File: src/logic/plc_supp_pkg.sv
package plc_supp_pkg;
  localparam int WORD_W     = 16;
  localparam int BIT_IDX_W  = 4;
  localparam int WORD_NUM_W = 8;
  localparam int TC_NUM_W   = 7;
  localparam int OP_W       = 4;
  localparam int AREA_W     = 2;
  localparam int CAUSE_W    = 8;

  // highest timer or counter word number
  localparam logic [WORD_NUM_W-1:0] TC_WORD_MAX = 8'h7F;

  // instruction codes
  localparam logic [OP_W-1:0] OP_HALT     = 4'h0;
  localparam logic [OP_W-1:0] OP_NO_EFFECT = 4'h1;
  localparam logic [OP_W-1:0] OP_DISPLAY  = 4'h2;
  localparam logic [OP_W-1:0] OP_LOAD_SYS = 4'h3;
  localparam logic [OP_W-1:0] OP_ENABLE   = 4'h4;
  localparam logic [OP_W-1:0] OP_TEST_ONE = 4'h5;
  localparam logic [OP_W-1:0] OP_TEST_ZERO = 4'h6;
  localparam logic [OP_W-1:0] OP_SET_BIT  = 4'h7;
  localparam logic [OP_W-1:0] OP_CLR_BIT  = 4'h8;

  // operand areas
  localparam logic [AREA_W-1:0] AREA_TIMER   = 2'h0;
  localparam logic [AREA_W-1:0] AREA_COUNTER = 2'h1;
  localparam logic [AREA_W-1:0] AREA_DATA    = 2'h2;
  localparam logic [AREA_W-1:0] AREA_SYSTEM  = 2'h3;

  // stop cause codes, values arbitrary
  localparam logic [CAUSE_W-1:0] CAUSE_NONE         = 8'h00;
  localparam logic [CAUSE_W-1:0] CAUSE_PROGRAM_STOP = 8'h01;

  localparam logic [WORD_W-1:0] WORD_ZERO = 16'h0000;

  typedef enum logic [2:0] {
    ST_IDLE = 3'b001,
    ST_READ = 3'b010,
    ST_WAIT = 3'b100
  } state_t;
endpackage

File: src/logic/plc_supplementary_op_exec.sv
`timescale 1ns/100ps
`default_nettype none
module plc_supplementary_op_exec (
  // clock and reset
  input  wire logic                                   i_core_clk,
  input  wire logic                                   i_arst_n,
  // instruction from the scan engine
  input  wire logic                                   i_op_valid,
  input  wire logic [plc_supp_pkg::OP_W-1:0]          i_op_code,
  input  wire logic [plc_supp_pkg::AREA_W-1:0]        i_op_area,
  input  wire logic [plc_supp_pkg::WORD_NUM_W-1:0]    i_op_word,
  input  wire logic [plc_supp_pkg::BIT_IDX_W-1:0]     i_op_bit,
  input  wire logic                                   i_in_function_block,
  // scan and mode control
  input  wire logic                                   i_scan_end,
  input  wire logic                                   i_selector_to_run,
  input  wire logic                                   i_programmer_run,
  // logic result written by basic ops
  input  wire logic                                   i_rlo_wr,
  input  wire logic                                   i_rlo_in,
  // timer/counter start input level
  input  wire logic                                   i_tc_start_level,
  // operand memory read data, one cycle after o_mem_rd
  input  wire logic [plc_supp_pkg::WORD_W-1:0]        i_mem_rdata,
  // status
  output logic                                        o_busy,
  output logic                                        o_done,
  output logic                                        o_invalid,
  output logic                                        o_logic_result_bit,
  output logic [plc_supp_pkg::WORD_W-1:0]             o_primary_accumulator,
  output logic                                        o_running,
  output logic                                        o_halt_pending,
  output logic [plc_supp_pkg::CAUSE_W-1:0]            o_program_stop_cause,
  // operand memory
  output logic                                        o_mem_rd,
  output logic                                        o_mem_wr,
  output logic [plc_supp_pkg::AREA_W-1:0]             o_mem_area,
  output logic [plc_supp_pkg::WORD_NUM_W-1:0]         o_mem_word,
  output logic [plc_supp_pkg::WORD_W-1:0]             o_mem_wdata,
  // timer/counter enable
  output logic                                        o_tc_enable,
  output logic                                        o_tc_is_counter,
  output logic [plc_supp_pkg::TC_NUM_W-1:0]           o_tc_num
);

  function automatic logic [plc_supp_pkg::WORD_W-1:0] bit_mask(
    input logic [plc_supp_pkg::BIT_IDX_W-1:0] idx);
    bit_mask = plc_supp_pkg::WORD_W'(1) << idx;
  endfunction

  function automatic logic operand_ok(
    input logic [plc_supp_pkg::OP_W-1:0]       op,
    input logic [plc_supp_pkg::AREA_W-1:0]     area,
    input logic [plc_supp_pkg::WORD_NUM_W-1:0] word);
    logic tc;
    logic tc_fits;
    tc = (area == plc_supp_pkg::AREA_TIMER) || (area == plc_supp_pkg::AREA_COUNTER);
    tc_fits = !tc || (word <= plc_supp_pkg::TC_WORD_MAX);
    unique case (op)
      plc_supp_pkg::OP_LOAD_SYS: operand_ok = 1'b1;
      plc_supp_pkg::OP_ENABLE: operand_ok = tc && tc_fits;
      plc_supp_pkg::OP_TEST_ONE,
      plc_supp_pkg::OP_TEST_ZERO: operand_ok = tc_fits;
      plc_supp_pkg::OP_SET_BIT,
      plc_supp_pkg::OP_CLR_BIT:
        operand_ok = tc_fits && (area != plc_supp_pkg::AREA_SYSTEM);
      default: operand_ok = 1'b0;
    endcase
  endfunction

  plc_supp_pkg::state_t                       state_reg, state_next;
  logic [plc_supp_pkg::OP_W-1:0]              op_reg, op_next;
  logic [plc_supp_pkg::AREA_W-1:0]            area_reg, area_next;
  logic [plc_supp_pkg::WORD_NUM_W-1:0]        word_reg, word_next;
  logic [plc_supp_pkg::BIT_IDX_W-1:0]         bit_reg, bit_next;
  logic                                       rlo_reg, rlo_next;
  logic                                       rlo_prev_reg, rlo_prev_next;
  logic [plc_supp_pkg::WORD_W-1:0]            accu_reg, accu_next;
  logic                                       running_reg, running_next;
  logic                                       halt_reg, halt_next;
  logic [plc_supp_pkg::CAUSE_W-1:0]           cause_reg, cause_next;
  logic                                       busy_reg, busy_next;
  logic                                       done_reg, done_next;
  logic                                       invalid_reg, invalid_next;
  logic                                       mem_rd_reg, mem_rd_next;
  logic                                       mem_wr_reg, mem_wr_next;
  logic [plc_supp_pkg::WORD_W-1:0]            wdata_reg, wdata_next;
  logic                                       tc_en_reg, tc_en_next;
  logic                                       tc_cnt_reg, tc_cnt_next;
  logic [plc_supp_pkg::TC_NUM_W-1:0]          tc_num_reg, tc_num_next;
  logic                                       accept;

  // ops keep flowing while a halt is pending so the scan can finish
  assign accept = i_op_valid && (state_reg == plc_supp_pkg::ST_IDLE) && running_reg;

  always_comb begin
    state_next    = state_reg;
    op_next       = op_reg;
    area_next     = area_reg;
    word_next     = word_reg;
    bit_next      = bit_reg;
    rlo_next      = i_rlo_wr ? i_rlo_in : rlo_reg;
    rlo_prev_next = rlo_prev_reg;
    accu_next     = accu_reg;
    running_next  = running_reg;
    halt_next     = halt_reg;
    cause_next    = cause_reg;
    busy_next     = busy_reg;
    done_next     = 1'b0;
    invalid_next  = 1'b0;
    mem_rd_next   = 1'b0;
    mem_wr_next   = 1'b0;
    wdata_next    = wdata_reg;
    tc_en_next    = 1'b0;
    tc_cnt_next   = tc_cnt_reg;
    tc_num_next   = tc_num_reg;
    if (halt_reg && i_scan_end) begin
      running_next = 1'b0;
      halt_next    = 1'b0;
      cause_next   = plc_supp_pkg::CAUSE_PROGRAM_STOP;
    end else if (!running_reg && (i_selector_to_run || i_programmer_run)) begin
      running_next = 1'b1;
    end
    unique case (state_reg)
      plc_supp_pkg::ST_IDLE: begin
        if (accept) begin
          op_next   = i_op_code;
          area_next = (i_op_code == plc_supp_pkg::OP_LOAD_SYS) ?
                      plc_supp_pkg::AREA_SYSTEM : i_op_area;
          word_next = i_op_word;
          bit_next  = i_op_bit;
          if (i_op_code == plc_supp_pkg::OP_HALT) begin
            halt_next = 1'b1;
            done_next = 1'b1;
          end else if (i_op_code == plc_supp_pkg::OP_NO_EFFECT ||
                       i_op_code == plc_supp_pkg::OP_DISPLAY) begin
            done_next = 1'b1;
          end else if (!i_in_function_block ||
                       !operand_ok(i_op_code, i_op_area, i_op_word)) begin
            invalid_next = 1'b1;
          end else if (i_op_code == plc_supp_pkg::OP_ENABLE) begin
            // edge memory is one flag shared by all enable statements, sampled before any write
            rlo_prev_next = rlo_reg;
            tc_en_next    = rlo_reg && !rlo_prev_reg && i_tc_start_level;
            tc_cnt_next   = (i_op_area == plc_supp_pkg::AREA_COUNTER);
            tc_num_next   = i_op_word[plc_supp_pkg::TC_NUM_W-1:0];
            done_next     = 1'b1;
          end else begin
            mem_rd_next = 1'b1;
            busy_next   = 1'b1;
            state_next  = plc_supp_pkg::ST_READ;
          end
        end
      end
      plc_supp_pkg::ST_READ: state_next = plc_supp_pkg::ST_WAIT;
      plc_supp_pkg::ST_WAIT: begin
        state_next = plc_supp_pkg::ST_IDLE;
        busy_next  = 1'b0;
        done_next  = 1'b1;
        unique case (op_reg)
          plc_supp_pkg::OP_LOAD_SYS: accu_next = i_mem_rdata;
          // new string: the old result is overwritten, never combined
          plc_supp_pkg::OP_TEST_ONE:
            rlo_next = |(i_mem_rdata & bit_mask(bit_reg));
          plc_supp_pkg::OP_TEST_ZERO:
            rlo_next = ~|(i_mem_rdata & bit_mask(bit_reg));
          plc_supp_pkg::OP_SET_BIT: begin
            mem_wr_next = 1'b1;
            wdata_next  = i_mem_rdata | bit_mask(bit_reg);
          end
          plc_supp_pkg::OP_CLR_BIT: begin
            mem_wr_next = 1'b1;
            wdata_next  = i_mem_rdata & ~bit_mask(bit_reg);
          end
          default: done_next = 1'b1;
        endcase
      end
      default: state_next = plc_supp_pkg::ST_IDLE;
    endcase
  end

  always_ff @(posedge i_core_clk or negedge i_arst_n) begin
    if (!i_arst_n) begin
      state_reg    <= plc_supp_pkg::ST_IDLE;
      op_reg       <= plc_supp_pkg::OP_NO_EFFECT;
      area_reg     <= plc_supp_pkg::AREA_TIMER;
      word_reg     <= '0;
      bit_reg      <= '0;
      rlo_reg      <= 1'b0;
      rlo_prev_reg <= 1'b0;
      accu_reg     <= plc_supp_pkg::WORD_ZERO;
      running_reg  <= 1'b1;
      halt_reg     <= 1'b0;
      cause_reg    <= plc_supp_pkg::CAUSE_NONE;
      busy_reg     <= 1'b0;
      done_reg     <= 1'b0;
      invalid_reg  <= 1'b0;
      mem_rd_reg   <= 1'b0;
      mem_wr_reg   <= 1'b0;
      wdata_reg    <= plc_supp_pkg::WORD_ZERO;
      tc_en_reg    <= 1'b0;
      tc_cnt_reg   <= 1'b0;
      tc_num_reg   <= '0;
    end else begin
      state_reg    <= state_next;
      op_reg       <= op_next;
      area_reg     <= area_next;
      word_reg     <= word_next;
      bit_reg      <= bit_next;
      rlo_reg      <= rlo_next;
      rlo_prev_reg <= rlo_prev_next;
      accu_reg     <= accu_next;
      running_reg  <= running_next;
      halt_reg     <= halt_next;
      cause_reg    <= cause_next;
      busy_reg     <= busy_next;
      done_reg     <= done_next;
      invalid_reg  <= invalid_next;
      mem_rd_reg   <= mem_rd_next;
      mem_wr_reg   <= mem_wr_next;
      wdata_reg    <= wdata_next;
      tc_en_reg    <= tc_en_next;
      tc_cnt_reg   <= tc_cnt_next;
      tc_num_reg   <= tc_num_next;
    end
  end

  assign o_busy                = busy_reg;
  assign o_done                = done_reg;
  assign o_invalid             = invalid_reg;
  assign o_logic_result_bit    = rlo_reg;
  assign o_primary_accumulator = accu_reg;
  assign o_running             = running_reg;
  assign o_halt_pending        = halt_reg;
  assign o_program_stop_cause  = cause_reg;
  assign o_mem_rd              = mem_rd_reg;
  assign o_mem_wr              = mem_wr_reg;
  assign o_mem_area            = area_reg;
  assign o_mem_word            = word_reg;
  assign o_mem_wdata           = wdata_reg;
  assign o_tc_enable           = tc_en_reg;
  assign o_tc_is_counter       = tc_cnt_reg;
  assign o_tc_num              = tc_num_reg;
endmodule
`default_nettype wire

File: config.mk
export PLATFORM = sky130hd
export DESIGN_NAME = plc_supplementary_op_exec
export DESIGN_NICKNAME = d
export VERILOG_FILES = /design/src/logic/plc_supp_pkg.sv /design/src/logic/plc_supplementary_op_exec.sv
export SDC_FILE = /design/constraint.sdc
export NUM_CORES = 1
export LEC_CHECK = 0
export BUFFER_PORTS_ARGS = -buffer_cell sky130_fd_sc_hd__buf_2
export CORE_MARGIN = 3
export CORE_UTILIZATION = 55
export DETAILED_ROUTE_END_ITERATION = 10
export GPL_TIMING_DRIVEN = 1
export MAX_ROUTING_LAYER = met4
export PLACE_DENSITY = 0.86
export SETUP_SLACK_MARGIN = 0.4
export SLEW_MARGIN = 10
export SYNTH_ARGS = -nofsm -noshare
export SYNTH_HDL_FRONTEND = slang
export SYNTH_SLANG_ARGS = --single-unit
File: constraint.sdc
create_clock -name i_core_clk -period 3.1 [get_ports i_core_clk]
set_input_delay 0.775 -clock i_core_clk [delete_from_list [all_inputs] [get_ports i_core_clk]]
set_output_delay 0.775 -clock i_core_clk [all_outputs]
set_load 0.02 [all_outputs]
; ---- Word level (Yosys, flattened, before mapping)
; Index checks and enable logic that the tools add are counted.
[totals]
reg_bits = 72
latch_bits = 0
mem_bits_rw = 0
mem_bits_ro = 0
inputBits = 44
output_inout_bits = 67
word_cells = 139
mem_count = 0
[op_classes]
n_addsub = 0
multipliers = 0
div = 0
order_cmp = 1
n_eq_ne = 23
n_shift = 1
muxes = 53
n_bitwise = 7
reduce_logical = 34
[ops]
columns = op, n
row1 = 1-bit two-way mux, 41
row2 = 16-bit bitwise AND, 2
row3 = 16-bit one-hot mux with 2 select lines, 1
row4 = 4-bit by 3-bit == test with 1-bit output (second input constant), 7
row5 = 16-bit NOT, 1
row6 = 16-bit OR, 1
row7 = 16-bit OR reduction, 1
row8 = 1-bit by 4-bit left shift with 16-bit output (first input constant), 1
row9 = 3-bit two-way mux, 5
row10 = 4-bit by 2-bit == test with 1-bit output (second input constant), 3
row11 = 2-bit != test (second input constant), 6
row12 = 6-bit AND reduction, 2
row13 = 4-bit == test (second input constant), 2
row14 = 8-bit by 7-bit <= comparator with 1-bit output (second input constant), 1
row15 = 1-bit logical AND, 8
row16 = 1-bit logical NOT, 6
row17 = 1-bit one-hot mux with 2 select lines, 3
row18 = 3-bit one-hot mux with 2 select lines, 1
row19 = 2-bit AND reduction, 3
row20 = 2-bit nonzero test, 3
row21 = 2-bit OR reduction, 3
row22 = 1-bit logical OR, 5
row23 = 5-bit AND reduction, 1
row24 = 4-bit by 1-bit == test with 1-bit output (second input constant), 1
row25 = 9 further kinds, 11

; ---- Logic depth before layout (Yosys ltp)
; Gate-level depths: netlist (run 1).
[logic_depth]
depth_word = 17
mapped_depth = 7
ltp_nobuf = 5

; ---- Worst setup path after synthesis (run 1)
; Ideal clock, no wire load.
[synth_timing]
kind = input to register
startpoint = input port i_op_code[2] in the netlist's numbering
endpoint = register tc_cnt_reg (netlist: o_tc_is_counter)
setup_ns = 0.125
arrival_time_ns = 2.102
required_time_ns = 2.975
path_slack_ns = 0.873
stages = 6
n_path_buf = 1
path_cell_list = clkbuf_8 > and4bb_2 > o311a_1 > o211a_4 > nand4_4 > mux2_2
[synth_via]
elab_chain_len = 11
word_cells_on_any_way = 23
classes_between = 8 x eq/ne / 5 x mux / 3 x bitwise / 7 x reduce/logical
[synth_rtl]
columns = item, line
row1 = "start, declared", plc_supplementary_op_exec.sv:9  ; input wire logic [plc_supp_pkg::OP_W-1:0] i_op_code,
row2 = 4-bit by 3-bit == test with 1-bit output / 4-bit == test (equally long branches), plc_supplementary_op_exec.sv:59  ; unique case (op)
row3 = 2-bit OR reduction, plc_supplementary_op_exec.sv:59
row4 = 1-bit one-hot mux with 4 select lines, plc_supplementary_op_exec.sv:59
row5 = 1-bit two-way mux, plc_supplementary_op_exec.sv:135  ; end else if (i_op_code == plc_supp_pkg::OP_NO_EFFECT ||
row6 = 1-bit two-way mux, plc_supplementary_op_exec.sv:132  ; if (i_op_code == plc_supp_pkg::OP_HALT) begin
row7 = 1-bit two-way mux, plc_supplementary_op_exec.sv:126  ; if (accept) begin
row8 = 1-bit two-way mux, plc_supplementary_op_exec.sv:124  ; unique case (state_reg)
row9 = 1-bit logical NOT, plc_supplementary_op_exec.sv:139  ; !operand_ok(i_op_code, i_op_area, i_op_word)) begin
row10 = 1-bit logical OR, plc_supplementary_op_exec.sv:138  ; end else if (!i_in_function_block ||
row11 = 1-bit NOT (no line), -
row12 = 6-bit AND reduction (no line) (*), -
row13 = "end signal, assigned", plc_supplementary_op_exec.sv:223  ; tc_cnt_reg <= tc_cnt_next;
row14 = "end, declared", plc_supplementary_op_exec.sv:89  ; logic tc_cnt_reg, tc_cnt_next;
; Mark *: on every way between the ends. The rest lies on a longest branch, timed or not. The select of a mux whose other input is x is not followed.
; A chain may end at the register's enable or synchronous reset.

; ---- Worst setup path in the final report (run 1)
[layout_timing]
startpoint = input port i_op_code[2] in the netlist's numbering
endpoint = register rlo_prev_reg
[layout_via]
elab_chain_len = 11
word_cells_on_any_way = 23
classes_between = 8 x eq/ne / 5 x mux / 3 x bitwise / 7 x reduce/logical
[layout_rtl]
columns = item, line
row1 = 4-bit by 3-bit == test with 1-bit output / 4-bit == test (equally long branches), plc_supplementary_op_exec.sv:59
row2 = 2-bit OR reduction, plc_supplementary_op_exec.sv:59
row3 = 1-bit one-hot mux with 4 select lines, plc_supplementary_op_exec.sv:59
row4 = 1-bit two-way mux, plc_supplementary_op_exec.sv:135
row5 = 1-bit two-way mux, plc_supplementary_op_exec.sv:132
row6 = 1-bit two-way mux, plc_supplementary_op_exec.sv:126
row7 = 1-bit two-way mux, plc_supplementary_op_exec.sv:124
row8 = 1-bit logical NOT, plc_supplementary_op_exec.sv:139
row9 = 1-bit logical OR, plc_supplementary_op_exec.sv:138
row10 = 1-bit NOT (no line), -
row11 = 6-bit AND reduction (no line) (*), -
row12 = "end signal, assigned", plc_supplementary_op_exec.sv:211  ; rlo_prev_reg <= rlo_prev_next;
row13 = "end, declared", plc_supplementary_op_exec.sv:77  ; logic rlo_prev_reg, rlo_prev_next;
; Marks and branches as above.

==> results of run 1 <==
cell type report:
class / count / area share
Timing Repair Buffer: 107 / 0.136
Clock inverter: 7 / 0.0113
Inverter: 6 / 0.00549
Multi-Input combinational cell: 200 / 0.354
Sequential cell: 72 / 0.440
Tap cell: 75 / 0.0229
Clock buffer: 9 / 0.0302
cells by family after synthesis:
logic type | count (synthesis) | synth area share
flops | 72 | 0.527
buf+inv | 32 | 0.0551
mux | 59 | 0.187
fa+ha+maj | 1 | 0.00292
compound gates | 46 | 0.0829
other cells | 1 | 0.00109
simple gates | 87 | 0.144
layout by cell type, fill, tap and decap left out, types with 3 or more instances in the layout:
cell / instances
sky130_fd_sc_hd__nor2_1: 20
sky130_fd_sc_hd__nor3_1: 9
sky130_fd_sc_hd__mux2i_1: 18
sky130_fd_sc_hd__a21oi_1: 8
sky130_fd_sc_hd__buf_4: 3
sky130_fd_sc_hd__o21ai_0: 22
sky130_fd_sc_hd__nand2_1: 25
sky130_fd_sc_hd__dfstp_2: 3
sky130_fd_sc_hd__nand2b_1: 8
sky130_fd_sc_hd__nand3b_1: 4
sky130_fd_sc_hd__inv_1: 6
sky130_fd_sc_hd__conb_1: 7
sky130_fd_sc_hd__clkinv_2: 4
sky130_fd_sc_hd__dfrtp_1: 69
sky130_fd_sc_hd__clkbuf_8: 9
sky130_fd_sc_hd__mux2_2: 41
sky130_fd_sc_hd__a31oi_1: 4
sky130_fd_sc_hd__nand4b_1: 3
sky130_fd_sc_hd__buf_2: 103
sky130_fd_sc_hd__nand3_1: 3
how the worst max path moves through the flow:
| stage | startpoint | to | depth (start not counted) |
|---|---|---|---|
| after floorplan | i_op_code[2] | o_tc_is_counter | 6 |
| after global placement | i_op_code[2] | o_tc_num[2] | 6 |
| after detailed placement | i_op_code[2] | rlo_prev_reg | 6 |
| after CTS | i_op_code[2] | rlo_prev_reg | 6 |
| after global routing | op_reg[1] | o_mem_wdata[14] | 6 |
| final | i_op_code[2] | rlo_prev_reg | 6 |
cell usage after synthesis (5+ instances only):
master                     number
sky130_fd_sc_hd__nor2_1        20
sky130_fd_sc_hd__dfrtp_1       69
sky130_fd_sc_hd__mux2i_1       18
sky130_fd_sc_hd__clkbuf_1       9
sky130_fd_sc_hd__nor3_1         9
sky130_fd_sc_hd__o21ai_0       22
sky130_fd_sc_hd__buf_4          7
sky130_fd_sc_hd__inv_1          6
sky130_fd_sc_hd__mux2_2        41
sky130_fd_sc_hd__nand2_1       25
sky130_fd_sc_hd__a21oi_1        8
sky130_fd_sc_hd__buf_2          5
sky130_fd_sc_hd__nand2b_1       8
through the flow:
stage / hold slack (ns) / std cells / setup slack (ns) / total power, W
6_report: 0.454 / 476 / 1.07 / 0.00214
5_1_grt: 0.483 / 476 / 0.956 / 0.00225
3_3_place_gp: 0.442 / 460 / 0.750 / 0.00150
3_5_place_dp: 0.447 / 460 / 0.714 / 0.00151
2_1_floorplan: 0.434 / 304 / 0.873 / 0.00137
4_1_cts: 0.466 / 476 / 1.09 / 0.00216
layer usage:
| metal | up-vias | GRT usage | part of all wire |
|---|---|---|---|
| li1 | 1244 | - | - |
| met1 | 1237 | 0.286 | 0.46 |
| met2 | 101 | 0.326 | 0.47 |
| met3 | 8 | 0.0417 | 0.061 |
| met4 | 0 | 0.0777 | 0.014 |
| met5 | - | - | 0 |
power by group:
part           leakage [nW]  internal [W]  switching [W]
sequential            0.857       0.00101      0.0000794
clock                0.0931      0.000290       0.000364
combinational          1.09      0.000173       0.000230
worst reg2reg max path, stage by stage, from the launching register on:
cell,delay [ns]
sky130_fd_sc_hd__dfrtp_1,0.40
sky130_fd_sc_hd__or4b_1,0.81
sky130_fd_sc_hd__o21ai_0,0.17
sky130_fd_sc_hd__nand2b_1,0.07
sky130_fd_sc_hd__buf_4,0.22
sky130_fd_sc_hd__nand2_1,0.11
sky130_fd_sc_hd__o21ai_0,0.09
==> impl_summary.log, run 1 <==
INFO  metric status = finished clean
INFO  metric globalplace.congestion = 0.854
INFO  metric slowest_stage_cell_cp = sky130_fd_sc_hd__mux2_2
INFO  metric netlist.area_leader.share = 0.504
INFO  metric clock_insertion_delay_worst_skew = around 0.35 ns
INFO  metric finalCritPeriodShare = 0.654
INFO  metric min-delay-path-class = primary input to asynchronous set/reset pin
INFO  metric avgSynthCellArea = roughly 12 um^2
INFO  metric crit_path_cell_trace = buf_2 > and4bb_2 > o311a_1 > o211a_4 > nand4_4 > mux2_2
INFO  metric total_area_of_multi_input_combinational_cells = 0.00146 mm^2
INFO  metric antenna_found_initial = 0
INFO  metric post-route-cell-area = 0.00411 mm^2
INFO  metric cts_max_level = 3
INFO  metric synth_edf_count = 0
INFO  metric timing.critical_path.slowest_cell_delay = roughly 0.35 ns
INFO  metric setup_cp_type = primary input to flip-flop
INFO  metric post-route-min-period = 2.03 ns
INFO  metric detail_route.vias_per_cell = about 5.4
INFO  metric placed_area = approximately 0.0039 mm^2
INFO  metric maxSlewHeadroom = 0.552
INFO  metric number_of_global_route_vias_before_repair = 2482
INFO  metric clock.fmax = 0.493 GHz
INFO  metric row_count = 28
INFO  metric drc_errors = 0
INFO  metric finish.utilization = 0.685
INFO  metric synthesis.area = about 0.0034 mm^2
INFO  metric port_buffers = between 100 and 150
INFO  metric num-fill-cells = 468
INFO  metric synth_cells = 298
INFO  metric number_of_synthesis_warnings = 0
INFO  metric power.ir.vdd_worst = 0.422 mV
INFO  metric reg2reg_depth = 6
INFO  metric insertedDiodeCount = 0
INFO  metric r2r-end = o_mem_wdata[4]
INFO  metric postCtsSetupRepairBufs = 0
INFO  metric critical_path_peak_fanout = 10
INFO  metric endpoint_kind = flip-flop
INFO  metric track_usage = 0.213
INFO  metric dieHeight = about 85 um
INFO  metric max_cap_violations = 0
INFO  metric syn_to_final_growth = 19.8%
INFO  metric required = 3.33 ns
INFO  metric regToRegSetupSlack = ~1.1 ns
INFO  metric async_reset_ff_frac = 1.00
INFO  metric ys_types = 45
INFO  metric yosys_most_used_dff = sky130_fd_sc_hd__dfrtp_1
INFO  metric grt_setup_unrepaired = false
INFO  metric tritoncts.num_buffers = 9
INFO  metric clock_sink_count = 72
INFO  metric num_io_pins = 111
INFO  metric starting_density_of_the_core = 0.572
INFO  metric wire_length_of_the_first_global_routing_pass = 11900 um
INFO  metric yosys_register_bits = 72
INFO  metric floorplan.die.width = ~85 um
INFO  metric clk_pin_slew_worst_paths = 0.08 ns
INFO  metric finalHoldViolations = 0
INFO  metric drtAntennaViolNets = 0
INFO  metric crit_arrival = 2.26 ns
INFO  metric tritoncts_clock_tree = built
INFO  metric final_skew = 0.0141 ns
INFO  metric clock_tree.buffer_depth = 2
INFO  metric critical_path.top_delay_family = compound AO/OA/AOI/OAI gates
INFO  metric wire_length_per_cell = 15.2 um
INFO  metric p_per_area = 522 mW/mm^2
INFO  metric r2r_start = op_reg[1]
INFO  metric vias = 2590
INFO  metric core_area = 0.00599 mm^2
INFO  metric clock-root-buffer = sky130_fd_sc_hd__clkbuf_8
INFO  metric area.sequential = between 0.0015 and 0.002 mm^2
INFO  metric cp_num_buf_inv = 1
INFO  metric post_route_cells_drive_above_1_share = 0.436
INFO  metric timing.final.setup_violations = 0
INFO  metric post-synth-top-area-cell = sky130_fd_sc_hd__dfrtp_1
INFO  metric detailedRoute.firstIterationViolations = 90
INFO  metric die_area = 0.00721 mm^2
INFO  metric power.leakage = 2.04 nW
INFO  metric timing.critical_path.from_type = primary input
INFO  metric number_of_resized_instances_in_the_post_cts_repair_step = 0
INFO  metric number_of_hold_buffers_added_after_cts = 0
INFO  metric fin_nets = 440
INFO  metric ys_top_cells_by_area = sky130_fd_sc_hd__dfrtp_1 50%, sky130_fd_sc_hd__mux2_2 13%, sky130_fd_sc_hd__mux2i_1 5.3%, sky130_fd_sc_hd__o21ai_0 3.2%, sky130_fd_sc_hd__nand2_1 2.7%
INFO  metric worst_slew_pin_slew = 0.671 ns
INFO  metric slew_violations = 0
INFO  metric routed_wirelength = a little over 7000 um
INFO  metric grt_overflow_total = 0
INFO  metric drt_pre_antenna_iters = 4
INFO  metric grt_max_degree = 44
INFO  metric yosysSeqAreaShare = 0.527
INFO  metric setup-tns-final = 0 ns
INFO  metric hpwl = 5260 um
No activity file was read; power rests on OpenSTA's default activity.
==> inputs of run 2 (changes only) <==
--- a/config.mk
+++ b/config.mk
@@ -5,13 +5,14 @@
 export SDC_FILE = /design/constraint.sdc
 export NUM_CORES = 1
 export LEC_CHECK = 0
+export ABC_AREA = 1
 export BUFFER_PORTS_ARGS = -buffer_cell sky130_fd_sc_hd__buf_2
 export CORE_MARGIN = 3
-export CORE_UTILIZATION = 55
+export CORE_UTILIZATION = 46
 export DETAILED_ROUTE_END_ITERATION = 10
 export GPL_TIMING_DRIVEN = 1
 export MAX_ROUTING_LAYER = met4
-export PLACE_DENSITY = 0.86
+export PLACE_DENSITY = 0.76
 export SETUP_SLACK_MARGIN = 0.4
 export SLEW_MARGIN = 10
 export SYNTH_ARGS = -nofsm -noshare
==> constraint.sdc (replaced) <==
create_clock -name i_core_clk -period 1.7 [get_ports i_core_clk]
set_input_delay 0.425 -clock i_core_clk [delete_from_list [all_inputs] [get_ports i_core_clk]]
set_output_delay 0.425 -clock i_core_clk [all_outputs]
set_load 0.02 [all_outputs]
==> impl_summary.log, run 2 <==
INFO  metric status = finished clean
INFO  metric wire_length_per_cell = roughly 16 um
INFO  metric met2_wirelength = between 5000 and 6000 um
INFO  metric yosysSeqAreaShare = 0.525
INFO  metric finalCritPeriodShare = 0.942
INFO  metric grt_overflow_total = 0
INFO  metric port_buffers = slightly above 100
INFO  metric core_area = 0.00702 mm^2
INFO  metric max_cap_violations = 0
INFO  metric pwr-share-clk = 0.333
INFO  metric grt_setup_unrepaired = true
INFO  metric number_of_synthesis_warnings = 0
INFO  metric yosys_most_used_dff = sky130_fd_sc_hd__dfrtp_1
INFO  metric post-route-min-period = roughly 1.6 ns
INFO  metric clock_sink_count = 72
INFO  metric tritoncts_clock_tree = built
INFO  metric wire_length_of_the_first_global_routing_pass = around 17000 um
INFO  metric synthesis.area = ~0.0034 mm^2
INFO  metric clk_pin_slew_worst_paths = 0.08 ns
INFO  metric timing.final.setup_violations = 0
INFO  metric post-synth-top-area-cell = sky130_fd_sc_hd__dfrtp_1
INFO  metric synth_top_cells_by_count = 117 x sky130_fd_sc_hd__nand2_1, 69 x sky130_fd_sc_hd__dfrtp_1, 46 x sky130_fd_sc_hd__inv_1, 37 x sky130_fd_sc_hd__o21ai_0, 24 x sky130_fd_sc_hd__nor2_1
INFO  metric slew_violations = 0
INFO  metric detail_route.vias_per_cell = 5.26
INFO  metric layout.cells.non_filler = 693
INFO  metric total_power = 0.00458 W
INFO  metric routed_wirelength = 10900 um
INFO  metric power.leakage = 2.80 nW
INFO  metric finalHoldViolations = 0
INFO  metric crit_arrival = about 1.9 ns
INFO  metric critical_path_peak_fanout = 4
INFO  metric drc_errors = 0
INFO  metric numPlacedInstances = a little over 600
INFO  metric num_io_pins = ~110
INFO  metric grt_max_degree = 47
INFO  metric post_route_cells_drive_above_1_share = 0.437
INFO  metric clock_tree.buffer_depth = 2
INFO  metric num-fill-cells = 456
INFO  metric floorplan.die.width = 92.5 um
INFO  metric endpoint_kind = flip-flop
INFO  metric timing.critical_path.from_type = flip-flop
INFO  metric placed_area = 0.00413 mm^2
INFO  metric routed.top_layer = met4
INFO  metric dp_worst_setup_slack = -0.140 ns
INFO  metric synth_cells = 411
INFO  metric clock.fmax = around 0.62 GHz
INFO  metric power_frac_comb = 0.240
INFO  metric met3_wirelength = 895 um
INFO  metric internal_power = between 0.003 and 0.004 W
INFO  metric ys_top_cells_by_area = sky130_fd_sc_hd__dfrtp_1 50%, sky130_fd_sc_hd__nand2_1 13%, sky130_fd_sc_hd__o21ai_0 5.4%, sky130_fd_sc_hd__inv_1 5.0%, sky130_fd_sc_hd__nand4_1 3.1%
INFO  metric starting_density_of_the_core = 0.490
INFO  metric area.sequential = 0.00181 mm^2
INFO  metric post-route-cell-area = 0.00550 mm^2
INFO  metric number_of_global_route_vias_before_repair = around 3.5k
INFO  metric switchingPower = 0.00140 W
INFO  metric die_area = 0.00855 mm^2
INFO  metric dieHeight = just over 90 um
INFO  metric synth_edf_count = 0
INFO  metric clock-root-buffer = sky130_fd_sc_hd__clkbuf_8
INFO  metric antenna_found_initial = 0
INFO  metric vias = 3642
INFO  metric avgSynthCellArea = approximately 8.4 um^2
INFO  metric final_critical_path_setup_slack = approximately 0.098 ns
INFO  metric detailedRoute.firstIterationViolations = approximately 170
INFO  metric synthMostInstantiatedCell = sky130_fd_sc_hd__nand2_1
INFO  metric async_reset_ff_frac = 1.00
INFO  metric drtAntennaViolNets = 0
INFO  metric met1_length = 4170 um
INFO  metric setup_cp_type = flip-flop to flip-flop
INFO  metric row_count = 30
INFO  metric globalplace.congestion = 0.966
INFO  metric total_area_of_multi_input_combinational_cells = 0.00147 mm^2
INFO  metric insertedDiodeCount = 0
INFO  metric p_per_area = around 830 mW/mm^2
INFO  metric track_usage = 0.251
INFO  metric netlist.area_leader.share = 0.502
INFO  metric sw_frac_of_total = 0.305
INFO  metric clock_insertion_delay_worst_skew = 0.35 ns
INFO  metric tritoncts.num_buffers = 9
INFO  metric cts_max_level = 3
INFO  metric power.ir.vdd_worst = 0.628 mV
INFO  metric layout_common_cells = 104 x sky130_fd_sc_hd__nand2_1, 68 x sky130_fd_sc_hd__buf_6, 64 x sky130_fd_sc_hd__dfrtp_1, 61 x sky130_fd_sc_hd__buf_4, 43 x sky130_fd_sc_hd__buf_2
INFO  metric sequential_fraction_of_design_power = 0.427
INFO  metric syn_to_final_growth = 59.9%
INFO  metric setup-tns-final = 0 ns
INFO  metric final_common_cell = sky130_fd_sc_hd__nand2_1
INFO  metric min-delay-path-class = primary input to flip-flop
INFO  metric required = 1.96 ns
INFO  metric drt_pre_antenna_iters = 5
INFO  metric fin_nets = approximately 640
INFO  metric ys_types = 33
INFO  metric hpwl = 6450 um
INFO  metric final_skew = 0.00766 ns
INFO  metric yosys_register_bits = 72
run 2: cell count changes in the layout (fill, tap and decap cells not counted), moves of 9 or more:
| cell | before | now |
|---|---|---|
| sky130_fd_sc_hd__o21ai_0 | 22 | 31 |
| sky130_fd_sc_hd__nand4_1 | 1 | 17 |
| sky130_fd_sc_hd__mux2_2 | 41 | 6 |
| sky130_fd_sc_hd__buf_2 | 103 | 43 |
| sky130_fd_sc_hd__nand3_1 | 3 | 16 |
| sky130_fd_sc_hd__nand2_1 | 25 | 104 |
| sky130_fd_sc_hd__buf_6 | 0 | 68 |
| sky130_fd_sc_hd__mux2i_1 | 18 | 0 |
| sky130_fd_sc_hd__buf_4 | 3 | 61 |
| sky130_fd_sc_hd__o211ai_1 | 0 | 9 |
| sky130_fd_sc_hd__nand2_2 | 0 | 13 |
| sky130_fd_sc_hd__inv_1 | 6 | 41 |
run 2: layout make-up:
| class | instances | area share |
|---|---|---|
| sequential | 72 | 0.329 |
| timing repair buffer | 183 | 0.300 |
| multi-input combinational | 272 | 0.267 |
| inverter | 53 | 0.0400 |
| clock buffer | 11 | 0.0257 |
| tap | 96 | 0.0218 |
| clock inverter | 5 | 0.0146 |
| timing repair inverter | 1 | 0.00136 |
run 2: metal layers:
metal  vias to the layer above  GRT usage
li1                       1691          -
met1                      1737      0.306
met2                       183      0.413
met3                        31     0.0626
met4                         0     0.0780
met5                         -          -
run 2: power by group through the flow:
stage          Sequential, W  Combinational [W]  Clock, W
2_1_floorplan        0.00203           0.000392         0
3_3_place_gp         0.00195           0.000737         0
3_5_place_dp         0.00195           0.000753         0
4_1_cts              0.00195           0.000994   0.00153
5_1_grt              0.00197            0.00119   0.00162
6_report             0.00196            0.00110   0.00152
run 2: final timing paths:
kind,start,end,slack (ns),cells after the start
max reg2reg,state_reg[0],o_tc_enable,0.1,7
min,i_scan_end,o_running,0.24,2
max in group asynchronous,i_arst_n,op_reg[0],0.78,3
max,state_reg[0],o_tc_enable,0.1,7
min reg2reg,o_program_stop_cause[0],o_program_stop_cause[0],0.49,1
min in group asynchronous,i_arst_n,o_mem_wdata[4],0.43,2
run 2: kinds of logic (layout without fill, tap and decap cells):
| kind of cell | Yosys count | in the layout | synth area share |
|---|---|---|---|
| simple gates | 195 | 196 | 0.258 |
| buf+inv | 74 | 253 | 0.0924 |
| other cells | 1 | 7 | 0.00109 |
| flops | 72 | 72 | 0.525 |
| compound gates | 63 | 63 | 0.104 |
| mux | 6 | 6 | 0.0196 |
run 2: per-stage QoR:
| stage | hold slack (ns) | utilization |
|---|---|---|
| final | 0.237 | 0.784 |
| after global placement | 0.240 | 0.589 |
| after CTS | 0.225 | 0.733 |
| after global routing | 0.247 | 0.784 |
| after detailed placement | 0.240 | 0.589 |
| after floorplan | 0.129 | - |
run 2: worst max-delay path: stages, from the launching register on:
cell	delay (ns)
sky130_fd_sc_hd__dfstp_2	0.58
sky130_fd_sc_hd__inv_4	0.05
sky130_fd_sc_hd__nor3_4	0.15
sky130_fd_sc_hd__nand3_4	0.13
sky130_fd_sc_hd__buf_4	0.16
sky130_fd_sc_hd__a21oi_2	0.12
sky130_fd_sc_hd__nand3_1	0.10
sky130_fd_sc_hd__nor3_2	0.22
run 2: what timing repair did:
| action | CTS | global route |
|---|---|---|
| hold buffers | 1 | 0 |
| setup endpoints to repair | 125 | 129 |
| endpoints found under the hold margin | 4 | 0 |
| cloned | 4 | 1 |
| resized for setup | 140 | 41 |
| pin swaps | 19 | 4 |
| buffers inserted | 35 | 27 |
==> inputs of run 3 (changes only) <==
--- a/config.mk
+++ b/config.mk
@@ -9,10 +9,11 @@
 export BUFFER_PORTS_ARGS = -buffer_cell sky130_fd_sc_hd__buf_2
 export CORE_MARGIN = 3
 export CORE_UTILIZATION = 46
+export CTS_CLUSTER_DIAMETER = 40
 export DETAILED_ROUTE_END_ITERATION = 10
 export GPL_TIMING_DRIVEN = 1
 export MAX_ROUTING_LAYER = met4
-export PLACE_DENSITY = 0.76
+export PLACE_DENSITY = 0.84
 export SETUP_SLACK_MARGIN = 0.4
 export SLEW_MARGIN = 10
 export SYNTH_ARGS = -nofsm -noshare
==> impl_summary.log, run 3 (same netlist as run 2, synthesis figures left out) <==
INFO  metric hpwl = 6270 um
INFO  metric final_skew = about 0.015 ns
INFO  metric globalplace.congestion = between 0.9 and 1
INFO  metric finalCritPeriodShare = 1.00
INFO  metric slew_violations = 0
INFO  metric setup_cp_type = flip-flop to flip-flop
INFO  metric required = slightly below 2 ns
INFO  metric endpoint_kind = flip-flop
INFO  metric drc_errors = 0
INFO  metric power.ir.vdd_worst = 0.594 mV
INFO  metric status = finished, violations left
INFO  metric violations = setup timing
INFO  metric row_count = 30
INFO  metric floorplan.die.width = 92.5 um
INFO  metric clock_tree.buffer_depth = 2
INFO  metric layout.cells.non_filler = 696
INFO  metric clock-root-buffer = sky130_fd_sc_hd__clkbuf_8
INFO  metric detailedRoute.firstIterationViolations = 326
INFO  metric placed_area = 0.00413 mm^2
INFO  metric post-route-min-period = approximately 1.7 ns
INFO  metric cts_max_level = 3
INFO  metric post_route_cells_drive_above_1_share = 0.464
INFO  metric dieHeight = roughly 92 um
INFO  metric track_usage = 0.258
INFO  metric wire_length_of_the_first_global_routing_pass = 17000 um
INFO  metric clock_sink_count = between 70 and 80
INFO  metric grt_max_degree = 73
INFO  metric number_of_global_route_vias_before_repair = 3509
INFO  metric critical_path_peak_fanout = 5
INFO  metric routed_wirelength = 12900 um
INFO  metric starting_density_of_the_core = 0.490
INFO  metric post-route-cell-area = 0.00567 mm^2
INFO  metric tritoncts.num_buffers = 9
INFO  metric setup-tns-final = -0.00298 ns
INFO  metric syn_to_final_growth = 64.9%
INFO  metric vias = 3872
INFO  metric drtAntennaViolNets = 0
INFO  metric p_per_area = 878 mW/mm^2
INFO  metric clock_insertion_delay_worst_skew = ~0.35 ns
INFO  metric fin_nets = 638
INFO  metric port_buffers = 103
INFO  metric power.leakage = 2.89 nW
INFO  metric number_of_hold_buffers_added_after_cts = 0
INFO  metric crit_arrival = 1.96 ns
INFO  metric layout_common_cells = 102 x sky130_fd_sc_hd__nand2_1, 71 x sky130_fd_sc_hd__buf_6, 65 x sky130_fd_sc_hd__dfrtp_1, 60 x sky130_fd_sc_hd__buf_4, 43 x sky130_fd_sc_hd__buf_2
INFO  metric num_io_pins = 111
INFO  metric die_area = 0.00855 mm^2
INFO  metric wire_length_per_cell = 18.5 um
INFO  metric final_common_cell = sky130_fd_sc_hd__nand2_1
INFO  metric timing.final.setup_violations = 1
INFO  metric timing.critical_path.from_type = flip-flop
INFO  metric min-delay-path-class = primary input to asynchronous set/reset pin
INFO  metric max_cap_violations = 0
INFO  metric numPlacedInstances = 607
INFO  metric clock.fmax = ~0.6 GHz
INFO  metric finish.utilization = 0.808
INFO  metric tritoncts_clock_tree = built
INFO  metric drt_pre_antenna_iters = 5
INFO  metric core_area = 0.00702 mm^2
INFO  metric detail_route.vias_per_cell = approximately 5.6
INFO  metric clk_pin_slew_worst_paths = 0.09 ns
INFO  metric grt_setup_unrepaired = true
INFO  metric grt_overflow_total = 0
INFO  metric final_critical_path_setup_slack = -0.00298 ns
INFO  metric antenna_found_initial = 0
INFO  metric finalHoldViolations = 0
## run 3: metal layers
layer | global-route usage | wire length, um | vias up
li1 | - | - | 1700
met4 | 0.0829 | 435 | 0
met3 | 0.0487 | 1060 | 50
met1 | 0.306 | 4580 | 1853
met2 | 0.445 | 6790 | 269
met5 | - | 0 | -
## run 3: repair_timing
| action | CTS | global route |
|---|---|---|
| setup buffers | 35 | 30 |
| pin swaps | 8 | 15 |
| endpoints found under the setup margin | 124 | 129 |
| resized for setup | 144 | 63 |
| gates cloned | 1 | 6 |
## run 3: where the power goes
part	internal, W	switching (W)
Combinational	0.000512	0.000658
Sequential	0.00183	0.000130
Clock	0.00117	0.000686
## run 3: stage by stage
step | hold slack [ns] | power [W] | setup slack, ns
5_1_grt | 0.112 | 0.00515 | -0.0489
2_1_floorplan | 0.129 | 0.00243 | 0.259
4_1_cts | 0.107 | 0.00473 | 0.160
3_5_place_dp | 0.440 | 0.00271 | -0.0788
6_report | 0.0896 | 0.00498 | -0.00298
3_3_place_gp | 0.437 | 0.00268 | 0.0453
## run 3: layout make-up
cell class	count	area [um^2]
Clock buffer	11	141
Antenna cell	1	2.50
Inverter	53	209
Multi-Input combinational cell	271	1530
Clock inverter	5	129
Tap cell	96	120
Sequential cell	72	1810
Timing Repair Buffer	187	1730
Fill cell	381	1350
## run 3: path summary, 6_finish.rpt
| kind | start | end | slack (ns) | depth (start not counted) |
|---|---|---|---|---|
| min in group i_core_clk | i_scan_end | o_running | 0.29 | 2 |
| max in group asynchronous | i_arst_n | op_reg[0] | 1.28 | 2 |
| worst min register to register | o_mem_area[1] | o_mem_area[1] | 0.53 | 2 |
| worst max-delay path | state_reg[0] | o_mem_wdata[10] | -0.003 | 9 |
| worst min-delay path | i_arst_n | o_mem_wdata[13] | 0.09 | 2 |
| worst max register to register | state_reg[0] | o_mem_wdata[10] | -0.003 | 9 |
## run 3: worst max-delay path, cell delays in order, from the launching register on
cell                      delay (ns)
sky130_fd_sc_hd__dfstp_2        0.38
sky130_fd_sc_hd__buf_4          0.13
sky130_fd_sc_hd__buf_6          0.11
sky130_fd_sc_hd__nor3_4         0.23
sky130_fd_sc_hd__inv_2          0.09
sky130_fd_sc_hd__a21oi_4        0.15
sky130_fd_sc_hd__buf_12         0.16
sky130_fd_sc_hd__buf_12         0.12
sky130_fd_sc_hd__nor2_2         0.03
sky130_fd_sc_hd__a31oi_1        0.21
